### src/shared/msfr_pkg.sv
// Package with types and constants for the MAC fragment reassembly block.
package msfr_pkg;

  // ******************************************
  // Widths and limits
  // ******************************************
  localparam int unsigned DATA_W = 8;
  localparam int unsigned BUF_DEPTH = 256;
  localparam int unsigned LEN_W = 9;
  localparam int unsigned ADDR_W = 24;
  localparam int unsigned SLOT_W = 2;
  localparam int unsigned FRAME_W = 5;
  localparam int unsigned CNT_W = 8;
  localparam int unsigned TMO_W = 24;

  // ******************************************
  // Timing and field codes
  // ******************************************
  localparam logic [5:0] LEN_FRAG_START = 6'h3F;
  localparam logic [FRAME_W-1:0] FRAME_CTRL = 5'h12;
  localparam logic [FRAME_W-1:0] FRAME_FIRST_NORMAL = 5'h02;
  localparam logic [FRAME_W-1:0] FRAME_LAST_NORMAL = 5'h11;
  localparam logic [SLOT_W-1:0] SLOT_ONE = 2'h0;
  localparam logic [CNT_W-1:0] ABORT_COUNT_RST = 8'h03;
  localparam int unsigned TIMEOUT_US = 100;
  localparam int unsigned CLK_MHZ = 250;
  localparam int unsigned TIMEOUT_CYC = TIMEOUT_US * CLK_MHZ;
  localparam logic [LEN_W-1:0] LEN_ZERO = 9'h000;

  // ******************************************
  // PDU kinds
  // ******************************************
  typedef enum logic [2:0]
  {
    MSFR_PDU_ACCESS = 3'h0,
    MSFR_PDU_DATA = 3'h1,
    MSFR_PDU_FRAG = 3'h2,
    MSFR_PDU_END = 3'h3,
    MSFR_PDU_ENDHU = 3'h4,
    MSFR_PDU_RESOURCE = 3'h5,
    MSFR_PDU_OTHER = 3'h6
  } msfr_kind_t;

  // Header of one received PDU, presented with its first payload beat.
  typedef struct packed
  {
    msfr_kind_t kind;
    logic fragStart;
    logic [5:0] lenInd;
    logic [ADDR_W-1:0] addr;
    logic ownAddr;
    logic granted;
    logic subslot;
    logic [SLOT_W-1:0] slot;
    logic [FRAME_W-1:0] frame;
  } msfr_hdr_t;

  // Station mode settings.
  typedef struct packed
  {
    logic downlink;
    logic minMode;
    logic commonCtrl;
    logic timeShared;
    logic reservedFrame;
    logic [SLOT_W-1:0] mySlot;
    logic [SLOT_W-1:0] tsSlot;
  } msfr_mode_t;

  // Reassembly states.
  typedef enum logic [2:0]
  {
    MSFR_IDLE = 3'b001,
    MSFR_COLLECT = 3'b010,
    MSFR_BLOCKED = 3'b100
  } msfr_state_t;

endpackage : msfr_pkg

### src/verilog/msfr_sync.sv
// Two-stage synchroniser for a level input from a pin.
`timescale 1ns/100ps
module msfr_sync
  import msfr_pkg::*;
(
  // Clock and reset.
  input wire logic core_clk,
  input wire logic rst_n,
  // Data.
  input wire logic asyncIn,
  output logic syncOut
);

  typedef struct packed
  {
    logic stage1;
    logic stage2;
  } msfr_sync_t;

  msfr_sync_t st_reg;
  msfr_sync_t st_next;

  // The first stage is read only by the second, to contain metastability.
  always_comb
  begin
    st_next.stage1 = asyncIn;
    st_next.stage2 = st_reg.stage1;
  end

  // Registers.
  always_ff @(posedge core_clk)
  begin
    if (!rst_n)
      st_reg <= '0;
    else
      st_reg <= st_next;
  end

  assign syncOut = st_reg.stage2;

endmodule : msfr_sync

### src/verilog/msfr_buf.sv
// Byte store holding a fragmented SDU until it is complete.
`timescale 1ns/100ps
module msfr_buf
  import msfr_pkg::*;
(
  // Clock and reset.
  input wire logic core_clk,
  input wire logic rst_n,
  // Write side.
  input wire logic wrEn,
  input wire logic [LEN_W-1:0] wrAddr,
  input wire logic [DATA_W-1:0] wrData,
  // Read side.
  input wire logic [LEN_W-1:0] rdAddr,
  output logic [DATA_W-1:0] rdData
);

  logic [DATA_W-1:0] mem [BUF_DEPTH];

  typedef struct packed
  {
    logic [DATA_W-1:0] q;
  } msfr_buf_t;

  msfr_buf_t st_reg;
  msfr_buf_t st_next;

  // Read is registered, one cycle of latency.
  always_comb
  begin
    st_next.q = mem[rdAddr[7:0]];
  end

  // Memory write has no reset; contents are meaningless until written.
  always_ff @(posedge core_clk)
  begin
    if (wrEn)
      mem[wrAddr[7:0]] <= wrData;
  end

  // Registers.
  always_ff @(posedge core_clk)
  begin
    if (!rst_n)
      st_reg <= '0;
    else
      st_reg <= st_next;
  end

  assign rdData = st_reg.q;

endmodule : msfr_buf

### src/verilog/msfr_reassembly.sv
// Reassembly engine for fragmented MAC signalling SDUs.
`timescale 1ns/100ps
// Overview of operation
// Start PDU without fragmentation marker delivers its SDU whole.
// Fragment start with grant stores the fragment and watches granted slots.
// Granted final subslot: only its first PDU is examined.
// End-with-header PDU in that subslot appends and completes the SDU.
// Access PDU in that subslot drops the store, then is processed anew.
// Undecodable final subslot drops the stored fragment.
// Frag PDU in a granted slot appends and keeps watching.
// End PDU appends and completes, even when empty.
// Data PDU during reassembly discards partial SDU, then is processed.
// Decode failure in a granted slot discards the partial SDU.
// After decode failure, frag and end PDUs drop until access or data.
// No grant, no wait order, timeout elapsed: discard partial SDU.
// Continuation PDUs without pending start are discarded.
// Minimum mode: continuation only in designated frame-18 slot.
// Minimum mode: discard on decode failure or N missed frame-18 slots.
// Leaving minimum mode restores search of all control channel slots.
// Minimum mode still hears slot 1 of frames 2..17; starts abort.
// Slot restriction only in common control mode on main channel.
// Time-shared: continuation only in slot 1 of reserved frames.
// Time-shared: discard on decode failure or N missed reserved slots.
// Time-shared: common frame slot still heard; secondary uses given slot.
// All of a mobile's identities count as one address.
// All-ones length code marks start of fragmentation on downlink.
// Buffer up to a maximum length and release only complete SDUs.
// Abort count and timeout are configurable parameters.
module msfr_reassembly
  import msfr_pkg::*;
#(
  parameter int unsigned TIMEOUT_CYCLES = TIMEOUT_CYC,
  parameter logic [CNT_W-1:0] ABORT_COUNT = ABORT_COUNT_RST
)
(
  // Clock and reset.
  input wire logic core_clk,
  input wire logic rst_n,
  // Received PDU stream, one byte per beat.
  input wire logic pduValid,
  input wire logic pduFirst,
  input wire logic pduLast,
  input wire msfr_hdr_t pduHdr,
  input wire logic [DATA_W-1:0] pduData,
  input wire logic pduHasData,
  // Slot events.
  input wire logic slotTick,
  input wire msfr_hdr_t slotInfo,
  input wire logic decodeFail,
  input wire logic grantIssued,
  input wire logic waitIssued,
  input wire logic grantCapacity,
  // Mode pin, asynchronous.
  input wire logic minModePin,
  input wire msfr_mode_t modeCfg,
  // Delivered SDU stream.
  output logic sduValid,
  output logic [DATA_W-1:0] sduData,
  output logic sduLast,
  output logic sduDiscard,
  output logic busy
);

  localparam logic [TMO_W-1:0] TMO_LOAD = TMO_W'(TIMEOUT_CYCLES);
  localparam logic [LEN_W-1:0] MAX_LEN = LEN_W'(BUF_DEPTH);

  // ******************************************
  // Helper functions
  // ******************************************

  // A slot may carry continuation for us given the current mode.
  function automatic logic slotWatched(input msfr_mode_t m, input logic minMd, input msfr_hdr_t s);
    logic ok;
    ok = 1'b1;
    if (!m.downlink)
      ok = s.granted;
    else if (minMd && m.commonCtrl)
      ok = (s.frame == FRAME_CTRL) && (s.slot == m.mySlot); // see
    else if (m.timeShared)
      ok = m.reservedFrame && (s.slot == m.tsSlot); // see
    return ok;
  endfunction : slotWatched

  // A PDU is a start of fragmentation.
  function automatic logic isStart(input logic dl, input msfr_hdr_t h);
    logic r;
    if (dl)
      r = (h.kind == MSFR_PDU_RESOURCE) && (h.lenInd == LEN_FRAG_START);
    else
      r = ((h.kind == MSFR_PDU_ACCESS) || (h.kind == MSFR_PDU_DATA)) && h.fragStart;
    return r;
  endfunction : isStart

  // ******************************************
  // State
  // ******************************************
  typedef struct packed
  {
    msfr_state_t state;
    logic finalSub;
    logic subSeen;
    logic [ADDR_W-1:0] owner;
    logic [LEN_W-1:0] wrPtr;
    logic [LEN_W-1:0] rdPtr;
    logic [LEN_W-1:0] sduLen;
    logic draining;
    logic rdValid;
    logic rdLast;
    logic drainPend;
    logic capture;
    logic wasMin;
    logic [CNT_W-1:0] missCnt;
    logic [TMO_W-1:0] tmo;
    logic sduValid;
    logic [DATA_W-1:0] sduData;
    logic sduLast;
    logic sduDiscard;
    logic busy;
  } msfr_state_s_t;

  msfr_state_s_t st_reg;
  msfr_state_s_t st_next;
  logic minMode;
  logic bufWr;
  logic [LEN_W-1:0] wrBase;
  logic [DATA_W-1:0] bufQ;
  logic hdrBeat;
  logic startPdu;
  logic contPdu;
  logic ownPdu;

  // Minimum-mode pin arrives from another domain.
  msfr_sync u_sync
  (
    .core_clk(core_clk),
    .rst_n(rst_n),
    .asyncIn(minModePin),
    .syncOut(minMode)
  );

  // SDU store.
  msfr_buf u_buf
  (
    .core_clk(core_clk),
    .rst_n(rst_n),
    .wrEn(bufWr),
    .wrAddr(wrBase),
    .wrData(pduData),
    .rdAddr(st_reg.rdPtr),
    .rdData(bufQ)
  );

  // Header classification; ownAddr already merges all identities. see
  always_comb
  begin
    hdrBeat = pduValid && pduFirst;
    startPdu = isStart(modeCfg.downlink, pduHdr);
    contPdu = (pduHdr.kind == MSFR_PDU_FRAG) || (pduHdr.kind == MSFR_PDU_END) || (pduHdr.kind == MSFR_PDU_ENDHU);
    ownPdu = pduHdr.ownAddr;
  end

  // ******************************************
  // Next state
  // ******************************************
  always_comb
  begin
    st_next = st_reg;
    st_next.sduValid = 1'b0;
    st_next.sduLast = 1'b0;
    st_next.sduDiscard = 1'b0;
    st_next.wasMin = minMode;
    if (st_reg.tmo != '0)
      st_next.tmo = st_reg.tmo - 1'b1;
    // Leaving minimum mode resets the frame-18 miss count. see
    if (st_reg.wasMin && !minMode)
      st_next.missCnt = '0;

    // Header beat decisions.
    if (hdrBeat)
    begin
      st_next.capture = 1'b0;
      if (startPdu && ownPdu)
      begin
        // A new start aborts whatever was held, then is handled anew. see see
        if (st_reg.state == MSFR_COLLECT)
          st_next.sduDiscard = 1'b1;
        st_next.wrPtr = '0;
        st_next.capture = 1'b1;
        st_next.owner = pduHdr.addr;
        st_next.missCnt = '0;
        st_next.subSeen = 1'b0;
        st_next.finalSub = pduHdr.subslot;
        st_next.tmo = TMO_LOAD;
        st_next.state = (modeCfg.downlink || grantCapacity) ? MSFR_COLLECT : MSFR_IDLE;
        if (!modeCfg.downlink && !grantCapacity)
          st_next.capture = 1'b0;
      end
      else if (startPdu && modeCfg.downlink && st_reg.state == MSFR_COLLECT)
      begin
        // On downlink, any other station's start also aborts. see
        st_next.state = MSFR_IDLE;
        st_next.sduDiscard = 1'b1;
      end
      else if (!startPdu && ownPdu && (pduHdr.kind != MSFR_PDU_FRAG) && !contPdu)
      begin
        // Unfragmented SDU passes straight through the store. see
        // Access or data PDU from the mobile ends any partial SDU first.
        if ((pduHdr.kind == MSFR_PDU_DATA || pduHdr.kind == MSFR_PDU_ACCESS) && st_reg.state == MSFR_COLLECT)
          st_next.sduDiscard = 1'b1; // see
        st_next.state = MSFR_IDLE;
        st_next.wrPtr = '0;
        st_next.capture = 1'b1;
        st_next.drainPend = 1'b1;
      end
      else if (contPdu && ownPdu)
      begin
        if (st_reg.state != MSFR_COLLECT || !slotWatched(modeCfg, minMode, pduHdr))
          st_next.capture = 1'b0; // see
        else if (st_reg.finalSub && st_reg.subSeen)
          st_next.capture = 1'b0;
        else if (st_reg.finalSub && pduHdr.kind != MSFR_PDU_ENDHU)
        begin
          st_next.state = MSFR_IDLE;
          st_next.sduDiscard = 1'b1;
        end
        else
        begin
          st_next.capture = 1'b1; // see see
          st_next.subSeen = 1'b1;
          st_next.missCnt = '0;
          st_next.tmo = TMO_LOAD;
          if (pduHdr.kind != MSFR_PDU_FRAG)
            st_next.drainPend = 1'b1;
        end
      end
    end

    // Write at the pointer the header beat left, so a restart's first byte lands at zero. see
    // The write is decided before completion, so the last byte of a PDU is kept too.
    wrBase = st_next.wrPtr;
    bufWr = pduValid && st_next.capture && pduHasData && (wrBase < MAX_LEN);
    if (bufWr)
      st_next.wrPtr = wrBase + 1'b1;

    // Completion at the PDU end starts a drain; an empty SDU has nothing to drain.
    if (pduValid && pduLast && st_next.drainPend)
    begin
      st_next.drainPend = 1'b0;
      st_next.capture = 1'b0;
      st_next.draining = (st_next.wrPtr != LEN_ZERO);
      st_next.sduLen = st_next.wrPtr;
      st_next.rdPtr = '0;
      st_next.state = MSFR_IDLE;
    end

    // Slot-level abort conditions.
    if (slotTick && st_reg.state == MSFR_COLLECT && slotWatched(modeCfg, minMode, slotInfo))
    begin
      if (decodeFail)
      begin
        st_next.sduDiscard = 1'b1; // see see see
        st_next.state = modeCfg.downlink ? MSFR_IDLE : MSFR_BLOCKED;
      end
      else if (modeCfg.downlink && (st_reg.missCnt + 1'b1 >= ABORT_COUNT))
      begin
        st_next.sduDiscard = 1'b1; // see see
        st_next.state = MSFR_IDLE;
      end
      else if (modeCfg.downlink)
        st_next.missCnt = st_reg.missCnt + 1'b1;
    end

    // Uplink inactivity timeout. see see
    if (!modeCfg.downlink && st_reg.state == MSFR_COLLECT)
    begin
      if (grantIssued || waitIssued)
        st_next.tmo = TMO_LOAD;
      else if (st_reg.tmo == 1)
      begin
        st_next.sduDiscard = 1'b1;
        st_next.state = MSFR_IDLE;
      end
    end

    // Drain the complete SDU; the store's read takes a cycle, so each read is flagged
    // and becomes an output byte one edge later, the last one marked. see
    st_next.rdValid = st_reg.draining;
    st_next.rdLast = st_reg.draining && (st_reg.rdPtr + 1'b1 >= st_reg.sduLen);
    if (st_reg.draining)
    begin
      st_next.rdPtr = st_reg.rdPtr + 1'b1;
      if (st_reg.rdPtr + 1'b1 >= st_reg.sduLen)
        st_next.draining = 1'b0;
    end
    st_next.sduValid = st_reg.rdValid;
    st_next.sduLast = st_reg.rdLast;
    st_next.sduData = bufQ;
    st_next.busy = (st_next.state == MSFR_COLLECT) || st_next.draining || st_next.rdValid;
  end

  // Registers.
  always_ff @(posedge core_clk)
  begin
    if (!rst_n)
    begin
      st_reg <= '0;
      st_reg.state <= MSFR_IDLE;
    end
    else
      st_reg <= st_next;
  end

  // Outputs come straight from flops.
  assign sduValid = st_reg.sduValid;
  assign sduData = st_reg.sduData;
  assign sduLast = st_reg.sduLast;
  assign sduDiscard = st_reg.sduDiscard;
  assign busy = st_reg.busy;

  // ******************************************
  // Checks
  // ******************************************
  chk_decode_fail_discard: assert property (@(posedge core_clk) disable iff (!rst_n)
    (slotTick && decodeFail && st_reg.state == MSFR_COLLECT && slotWatched(modeCfg, minMode, slotInfo))
    |=> sduDiscard)
    else $error("Decode failure did not discard.");
  chk_blocked_after_fail: assert property (@(posedge core_clk) disable iff (!rst_n)
    (st_reg.state == MSFR_BLOCKED && hdrBeat && contPdu) |=> !st_reg.capture)
    else $error("Fragment taken while blocked.");
  chk_orphan_dropped: assert property (@(posedge core_clk) disable iff (!rst_n)
    (st_reg.state == MSFR_IDLE && hdrBeat && contPdu) |=> !st_reg.capture)
    else $error("Orphan continuation captured.");
  chk_no_release_early: assert property (@(posedge core_clk) disable iff (!rst_n)
    (st_reg.state == MSFR_COLLECT && !st_reg.draining) |=> !sduValid)
    else $error("Data released before completion.");
  chk_start_collects: assert property (@(posedge core_clk) disable iff (!rst_n)
    (hdrBeat && startPdu && ownPdu && !modeCfg.downlink && grantCapacity) |=> st_reg.state == MSFR_COLLECT)
    else $error("Start fragment not stored.");
  chk_data_aborts: assert property (@(posedge core_clk) disable iff (!rst_n)
    (hdrBeat && ownPdu && pduHdr.kind == MSFR_PDU_DATA && !startPdu && st_reg.state == MSFR_COLLECT)
    |=> sduDiscard)
    else $error("Data PDU did not abort.");
  chk_minmode_slot: assert property (@(posedge core_clk) disable iff (!rst_n)
    (hdrBeat && contPdu && modeCfg.downlink && minMode && modeCfg.commonCtrl && pduHdr.frame != FRAME_CTRL)
    |=> !st_reg.capture)
    else $error("Fragment taken outside frame 18.");
  chk_timeout_discard: assert property (@(posedge core_clk) disable iff (!rst_n)
    (!modeCfg.downlink && st_reg.state == MSFR_COLLECT && st_reg.tmo == 1 && !grantIssued && !waitIssued)
    |=> sduDiscard)
    else $error("Timeout did not discard.");

endmodule : msfr_reassembly

### config.mk
export PLATFORM = sky130hd
export DESIGN_NAME = msfr_reassembly
export DESIGN_NICKNAME = d
export VERILOG_FILES = /design/src/shared/msfr_pkg.sv /design/src/verilog/msfr_sync.sv /design/src/verilog/msfr_buf.sv /design/src/verilog/msfr_reassembly.sv
export SDC_FILE = /design/constraint.sdc
export NUM_CORES = 2
export LEC_CHECK = 0
export ABC_AREA = 1
export BUFFER_PORTS_ARGS = -buffer_cell sky130_fd_sc_hd__buf_4
export CAP_MARGIN = 20
export CORE_ASPECT_RATIO = 2
export CORE_MARGIN = 2
export CORE_UTILIZATION = 35
export CTS_BUF_LIST = sky130_fd_sc_hd__clkbuf_8
export DETAILED_ROUTE_END_ITERATION = 10
export PLACE_DENSITY = 0.54
export SLEW_MARGIN = 20
export SYNTH_ARGS = -nofsm -noshare
export SYNTH_HDL_FRONTEND = slang
export SYNTH_SLANG_ARGS = --single-unit
### constraint.sdc
create_clock -name core_clk -period 2.8 [get_ports core_clk]
set_input_delay 0.14 -clock core_clk [delete_from_list [all_inputs] [get_ports core_clk]]
set_output_delay 0.14 -clock core_clk [all_outputs]
set_load 0.03 [all_outputs]
After elaboration in Yosys (flattened, before gate mapping)
Memories as Yosys holds them, arrays and structs flattened. A register that Yosys moved wholly into a read port is not among the register bits.
Index checks and enable logic that the tools add are counted.
- bits in registers: 108
- latch bits: 0
- memory bits (writable): 2048
- memory bits (read-only): 0
- word-level logic and storage cells: 200
- memories kept: 1
- add/sub/neg operators: 4
- $mul: 0
- divide/modulo/power cells: 0
- magnitude comparators: 3
- equality and inequality tests: 23
- shift-type cells: 0
- muxes and demuxes: 93
- bitwise operators: 1
- reductions and logical operators: 53
- memories (memory ; words ; width ; read ports ; clocked after memory_dff ; write ports ; line ; text):
    u_buf.mem ; 256 ; 8 ; 1 ; 1 ; 1 ; msfr_buf.sv:18 ; logic [DATA_W-1:0] mem [BUF_DEPTH];
- operators by type and width (cell ; number):
    $mux 32 ; 8
    $mux 24 ; 4
    $mux 1 ; 48
    $mux 3 ; 15
    $mux 9 ; 5
    $mux 8 ; 5
    $mux 38 ; 1
    $logic_and 1x1->1 ; 30
    $eq 24x1->1 const B ; 1
    $reduce_bool 24->1 ; 1
    $sub 24x1->24 const B ; 1
    $mux 19 ; 1
    $add 9x1->9 const B ; 2
    $eq 3x2->1 const B ; 4
    $mux 2 ; 6
    $eq 5x5->1 const B ; 2
    $ne 2x2->1 const B ; 5
    $ge 9x9->1 ; 1
    $lt 9x9->1 const B ; 1
    $reduce_bool 9->1 ; 1
    $add 8x1->8 const B ; 1
    $eq 2x2->1 ; 4
    $ge 8x2->1 const B ; 1
    $logic_or 1x1->1 ; 8
    other kinds (12) ; 21

Depth between registers and ports, before layout
- depth in word-level cells: 31
- mapped depth: 22

Hierarchy
From an unflattened synthesis, not the netlist that was laid out.
- cells, all modules: 7738
- area, all modules: 88274.7 µm²
- modules (own cells, without submodules) (module ; times used ; cells an instance ; area each (µm²) ; seq. area each (µm²)):
    msfr_buf ; 1 ; 7019 ; 83385.0 ; 61659.1
    msfr_reassembly ; 1 ; 713 ; 4834.6 ; 1641.6
    msfr_sync ; 1 ; 6 ; 55.1 ; 40.0

Worst setup path after synthesis
No wires, ideal clock.
- path type: in2reg
- start: input modeCfg[8] (netlist bit)
- end: memory u_buf.mem[191][0], enable pin
- setup time: 0.395 ns
- data arrival time: 2.427 ns
- slack: -0.022 ns
- stages on the path: 14
- buffers on the path: 1
- path through: buf_4 nand2_2 nor2_4 nand3_2 nand4_2 nand2_2 inv_2 nand2_1 inv_1 ha_1 inv_1 nor2_8 nand2_2 nor4_1
- cells in the longest elaborated chain, start to end: 19
- RTL lines (what ; line ; text):
    start, declared ; msfr_reassembly.sv:55 ; input wire msfr_mode_t modeCfg,
    $mux 1 ; msfr_reassembly.sv:75 ; if (!m.downlink)
    $mux 1 ; msfr_reassembly.sv:215 ; else if (contPdu && ownPdu)
    $mux 1 ; msfr_reassembly.sv:204 ; else if (!startPdu && ownPdu && (pduHdr.kind != MSFR_PDU_FRAG) && !contPdu)
    $mux 1 ; msfr_reassembly.sv:198 ; else if (startPdu && modeCfg.downlink && st_reg.state == MSFR_COLLECT)
    $mux 1 ; msfr_reassembly.sv:182 ; if (startPdu && ownPdu)
    $mux 1 ; msfr_reassembly.sv:179 ; if (hdrBeat)
    $logic_not 1->1 ; msfr_reassembly.sv:217 ; if (st_reg.state != MSFR_COLLECT || !slotWatched(modeCfg, minMode, pduHdr))
    $logic_or 1x1->1 ; msfr_reassembly.sv:217 ;
    $mux 1 ; msfr_reassembly.sv:217 ;
    $mux 2 ; msfr_reassembly.sv:215 ;
    $mux 2 ; msfr_reassembly.sv:204 ;
    $mux 2 ; msfr_reassembly.sv:198 ;
    $mux 1 ; msfr_reassembly.sv:182 ;
    $mux 2 ; msfr_reassembly.sv:179 ;
    $logic_and 1x1->1 (3 in a row) ; msfr_reassembly.sv:241 ; bufWr = pduValid && st_next.capture && pduHasData && (wrBase < MAX_LEN);
    $mux 1 ; msfr_buf.sv:37 ; if (wrEn)
    $mux 1 (implied by the code) ; msfr_buf.sv:38 ; mem[wrAddr[7:0]] <= wrData;
    end, declared ; msfr_buf.sv:18 ;
Several ways; a longest one is shown, not always the timed one. The select of a mux whose other input is x is not followed.

==> results.py <==
metrics = {
    "synth": {
        "yosysTopAreaCell": "edfxtp_1",
        "ys_seq_area_frac": 0.7398,
        "synth_xor_area_frac": 0.002762,
        "ys_warn_count": 0,
        "synth_area_um2": 85620,
        "synth_seq_cells": 2140,
        "synth_flop_cell": "edfxtp_1",
        "yosys.area_share.simple": 0.09633,
        "synth_top_family_by_area": "compound AO/OA/AOI/OAI gates",
        "synth_cell_types": 48,
        "synthMuxAreaShare": 0,
        "avgSynthCellArea_um2": 12.46,
        "synth_compound_area_frac": 0.1286,
        "synth_edf_count": 2048,
        "ys_async_sr_fraction": 0,
        "synthCells": 6870,
        "yosysTopAreaCellShare": 0.7183,
        "synth_area_leaders": "edfxtp_1 72%, o21ai_0 6.8%, nor2_1 6.7%, o22ai_1 4.2%, dfxtp_1 2.2%",
        "yosys.area_share.adder": 0.002777,
        "syn_nets": 7006,
    },
    "routing": {
        "ant_nets": 0,
        "drtPass1Iterations": 8,
        "viasPerCell": 5.417,
        "wl_per_cell_um": 25.67,
        "postRouteWirelength_um": 286500,
        "via_count": 60460,
        "first_iter_violations": 5371,
        "drt_drc_violations_left": 0,
    },
    "floorplan": {
        "core-area_um2": 243100,
        "start_util": 0.3522,
        "fp.dieH_um": 703.5,
        "rows": 256,
        "die_area_um2": 248800,
        "die_w_um": 353.7,
        "io_pins": 129,
    },
    "setup_path": {
        "endpoint_kind": "register",
        "cp_slowest_cell": "dfxtp_4",
        "crit_buf_inv": 4,
        "arrival_ns": 3.77,
        "max_stage_delay_ns": 0.49,
        "worstPathRequired_ns": 3.69,
        "path_class": "reg2reg",
        "cp_cell_sequence": "buf_4, buf_12, buf_12, o21ai_1, o22ai_1, o21ai_0, o22ai_2, buf_4, nand2_1, nand3_1, nand3_1, nand3_1, nand2_1, nor2_1",
        "start_kind": "register",
        "path_common_cell": "nand3_1",
        "path_max_fanout": 45,
        "cp_top_family": "compound AO/OA/AOI/OAI gates",
    },
    "cts": {
        "cts_buffer_depth": 4,
        "h-tree-depth": 5,
        "root_buffer": "clkbuf_8",
        "cts_tree": "done",
        "clock_latency_ns": 0.96,
        "cts_made_buffers": 293,
        "cts.sinks": 2140,
        "clk_pin_slew_worst_paths_ns": 0.07,
    },
    "flow_run": {
        "maxCapViolations": 0,
    },
    "finish": {
        "largest_reg_flops": 2048,
        "fillers": 22340,
        "final_common_cell": "edfxtp_1",
        "final_nets": 7850,
        "syn2layout_area_growth_pct": 21.39,
        "layout-drive-gt1-share": 0.1971,
        "layout_common_cells": "2,048 x edfxtp_1, 1,500 x nor2_1, 1,096 x o21ai_0",
    },
    "outcome": {
        "outcome": "finished, violations left",
        "violations": "setup timing",
    },
    "sta": {
        "timing.fmax_mhz": 346.4,
        "final-setup-viol-count": 6,
        "layout_min_cycle_time_ns": 2.886,
        "finClkSkew_ns": 0.09542,
        "finalMaxSlewViolations": 0,
        "rsz0062_at_grt": "true",
        "period_share": 1.031,
        "hold_viol_final": 0,
        "layout_setup_ws_ns": -0.08645,
        "worst_pin_slew_ns": 0.8325,
        "hold_slack_ns": 0.08351,
        "relSlewSlack": 0.4450,
    },
    "global_route": {
        "grt_pass1_wl_um": 407000,
        "grt_pass1_vias": 60960,
        "antenna_found_initial": 10,
        "overflow": 0,
        "grt.total_usage": 0.2218,
        "grt_max_degree": 81,
    },
    "placed_design": {
        "hpwl_um": 185200,
        "place.gp.congestion": 0.9008,
        "port_buffers": 67,
        "placement.setup.worst_slack_ns": -0.5533,
    },
    "power_and_ir_drop": {
        "powerDensity_nw_per_um2": 594.0,
        "power_leakage_nw": 36.24,
        "ir_drop_mv": 0.6500,
    },
    "hold_path": {
        "min_path_type": "in2reg",
    },
}
==> cell families (layout without fill, tap and decap cells) <==
family          Yosys count  count (layout)
other cells               0               5
buf+inv                 619            1680
compound gates         1978            1978
fa+ha+maj                19              19
simple gates           2087            2087
flops                  2140            2140
xor+xnor                 27              27
==> cell usage after synthesis (3+ instances only) <==
| master | count |
|---|---|
| nand3b_1 | 3 |
| ha_1 | 19 |
| clkbuf_1 | 333 |
| dfxtp_1 | 92 |
| a21oi_1 | 108 |
| nor2_1 | 1530 |
| buf_1 | 24 |
| xnor2_1 | 7 |
| o31ai_1 | 3 |
| nand2_1 | 365 |
| nand2_2 | 17 |
| nor4_1 | 6 |
| inv_2 | 8 |
| o21ai_1 | 11 |
| xor2_1 | 20 |
| o22ai_1 | 578 |
| nor3_1 | 26 |
| o221ai_1 | 81 |
| a31oi_1 | 12 |
| nor2_8 | 4 |
| buf_2 | 120 |
| buf_4 | 16 |
| a211oi_1 | 3 |
| o21a_1 | 8 |
| inv_1 | 115 |
| o21ai_0 | 1163 |
| edfxtp_1 | 2048 |
| nand4_1 | 12 |
| nand3_1 | 110 |
==> power by group <==
group	internal, mW	switching, mW
sequential	35.1	0.129
clock	11.2	12.1
combinational	1.08	2.14
total	47.4	14.4
==> layer usage <==
metal | wire length (µm) | global-route usage
met1 | 97210 | 0.2305
met2 | 152700 | 0.4163
met3 | 15890 | 0.02798
met4 | 20700 | 0.1440
met5 | 0 | 0
==> worst paths after layout <==
check | start | endpoint | slack, ns | cells after the start
worst min register to register | st_next[11] | sduValid | 0.41 | 2
worst max-delay path | st_reg[59] | u_buf.rdData[4] | -0.09 | 14
worst max register to register | st_reg[59] | u_buf.rdData[4] | -0.09 | 14
worst min-delay path | modeCfg[5] | st_reg[104] | 0.08 | 9
==> final cells by class <==
cell class | instances | area, µm² | share of cell area
inverters | 125 | 521.8 | 0.005020
multi-input cells | 4111 | 20460 | 0.1969
flip-flops and latches | 2140 | 63370 | 0.6097
clock buffers | 300 | 4129 | 0.03973
clock inverters | 212 | 1266 | 0.01218
diodes | 5 | 12.51 | 0.0001204
repair inverters | 1 | 8.758 | 0.00008427
repair buffers | 1042 | 10130 | 0.09749
well taps | 3225 | 4035 | 0.03882
==> timing repair <==
| item | in CTS | in global routing |
|---|---|---|
| setup buffers | 6 | 20 |
| hold buffers | 40 | 0 |
| hold endpoints to repair | 1739 | 0 |
| resized for setup | 111 | 170 |
| setup endpoints to repair | 255 | 1256 |
| pin swaps | 7 | 25 |
| gates cloned | 5 | 5 |
==> stage by stage <==
step	cells	cell area, µm²	util	total power [mW]	TNS (ns)
after floorplan	6870	85620	-	37.40	0
after global placement	10570	96610	0.3974	38.97	-29.49
after detailed placement	10570	96610	0.3974	39.02	-54.53
after CTS	11130	103000	0.4238	62.14	-0.04226
after global routing	11160	103900	0.4275	63.54	-1.047
final	11160	103900	0.4275	61.74	-0.3630
==> worst register-to-register path, stage by stage, from the launching register on <==
cell and delay (ns):
dfxtp_4 0.49, buf_4 0.17, buf_12 0.19, buf_12 0.25
o21ai_1 0.27, o22ai_1 0.22, o21ai_0 0.11, o22ai_2 0.40
buf_4 0.19, nand2_1 0.08, nand3_1 0.11, nand3_1 0.07
nand3_1 0.09, nand2_1 0.06, nor2_1 0.11
Note: power is estimated with default switching activity, not from simulation.
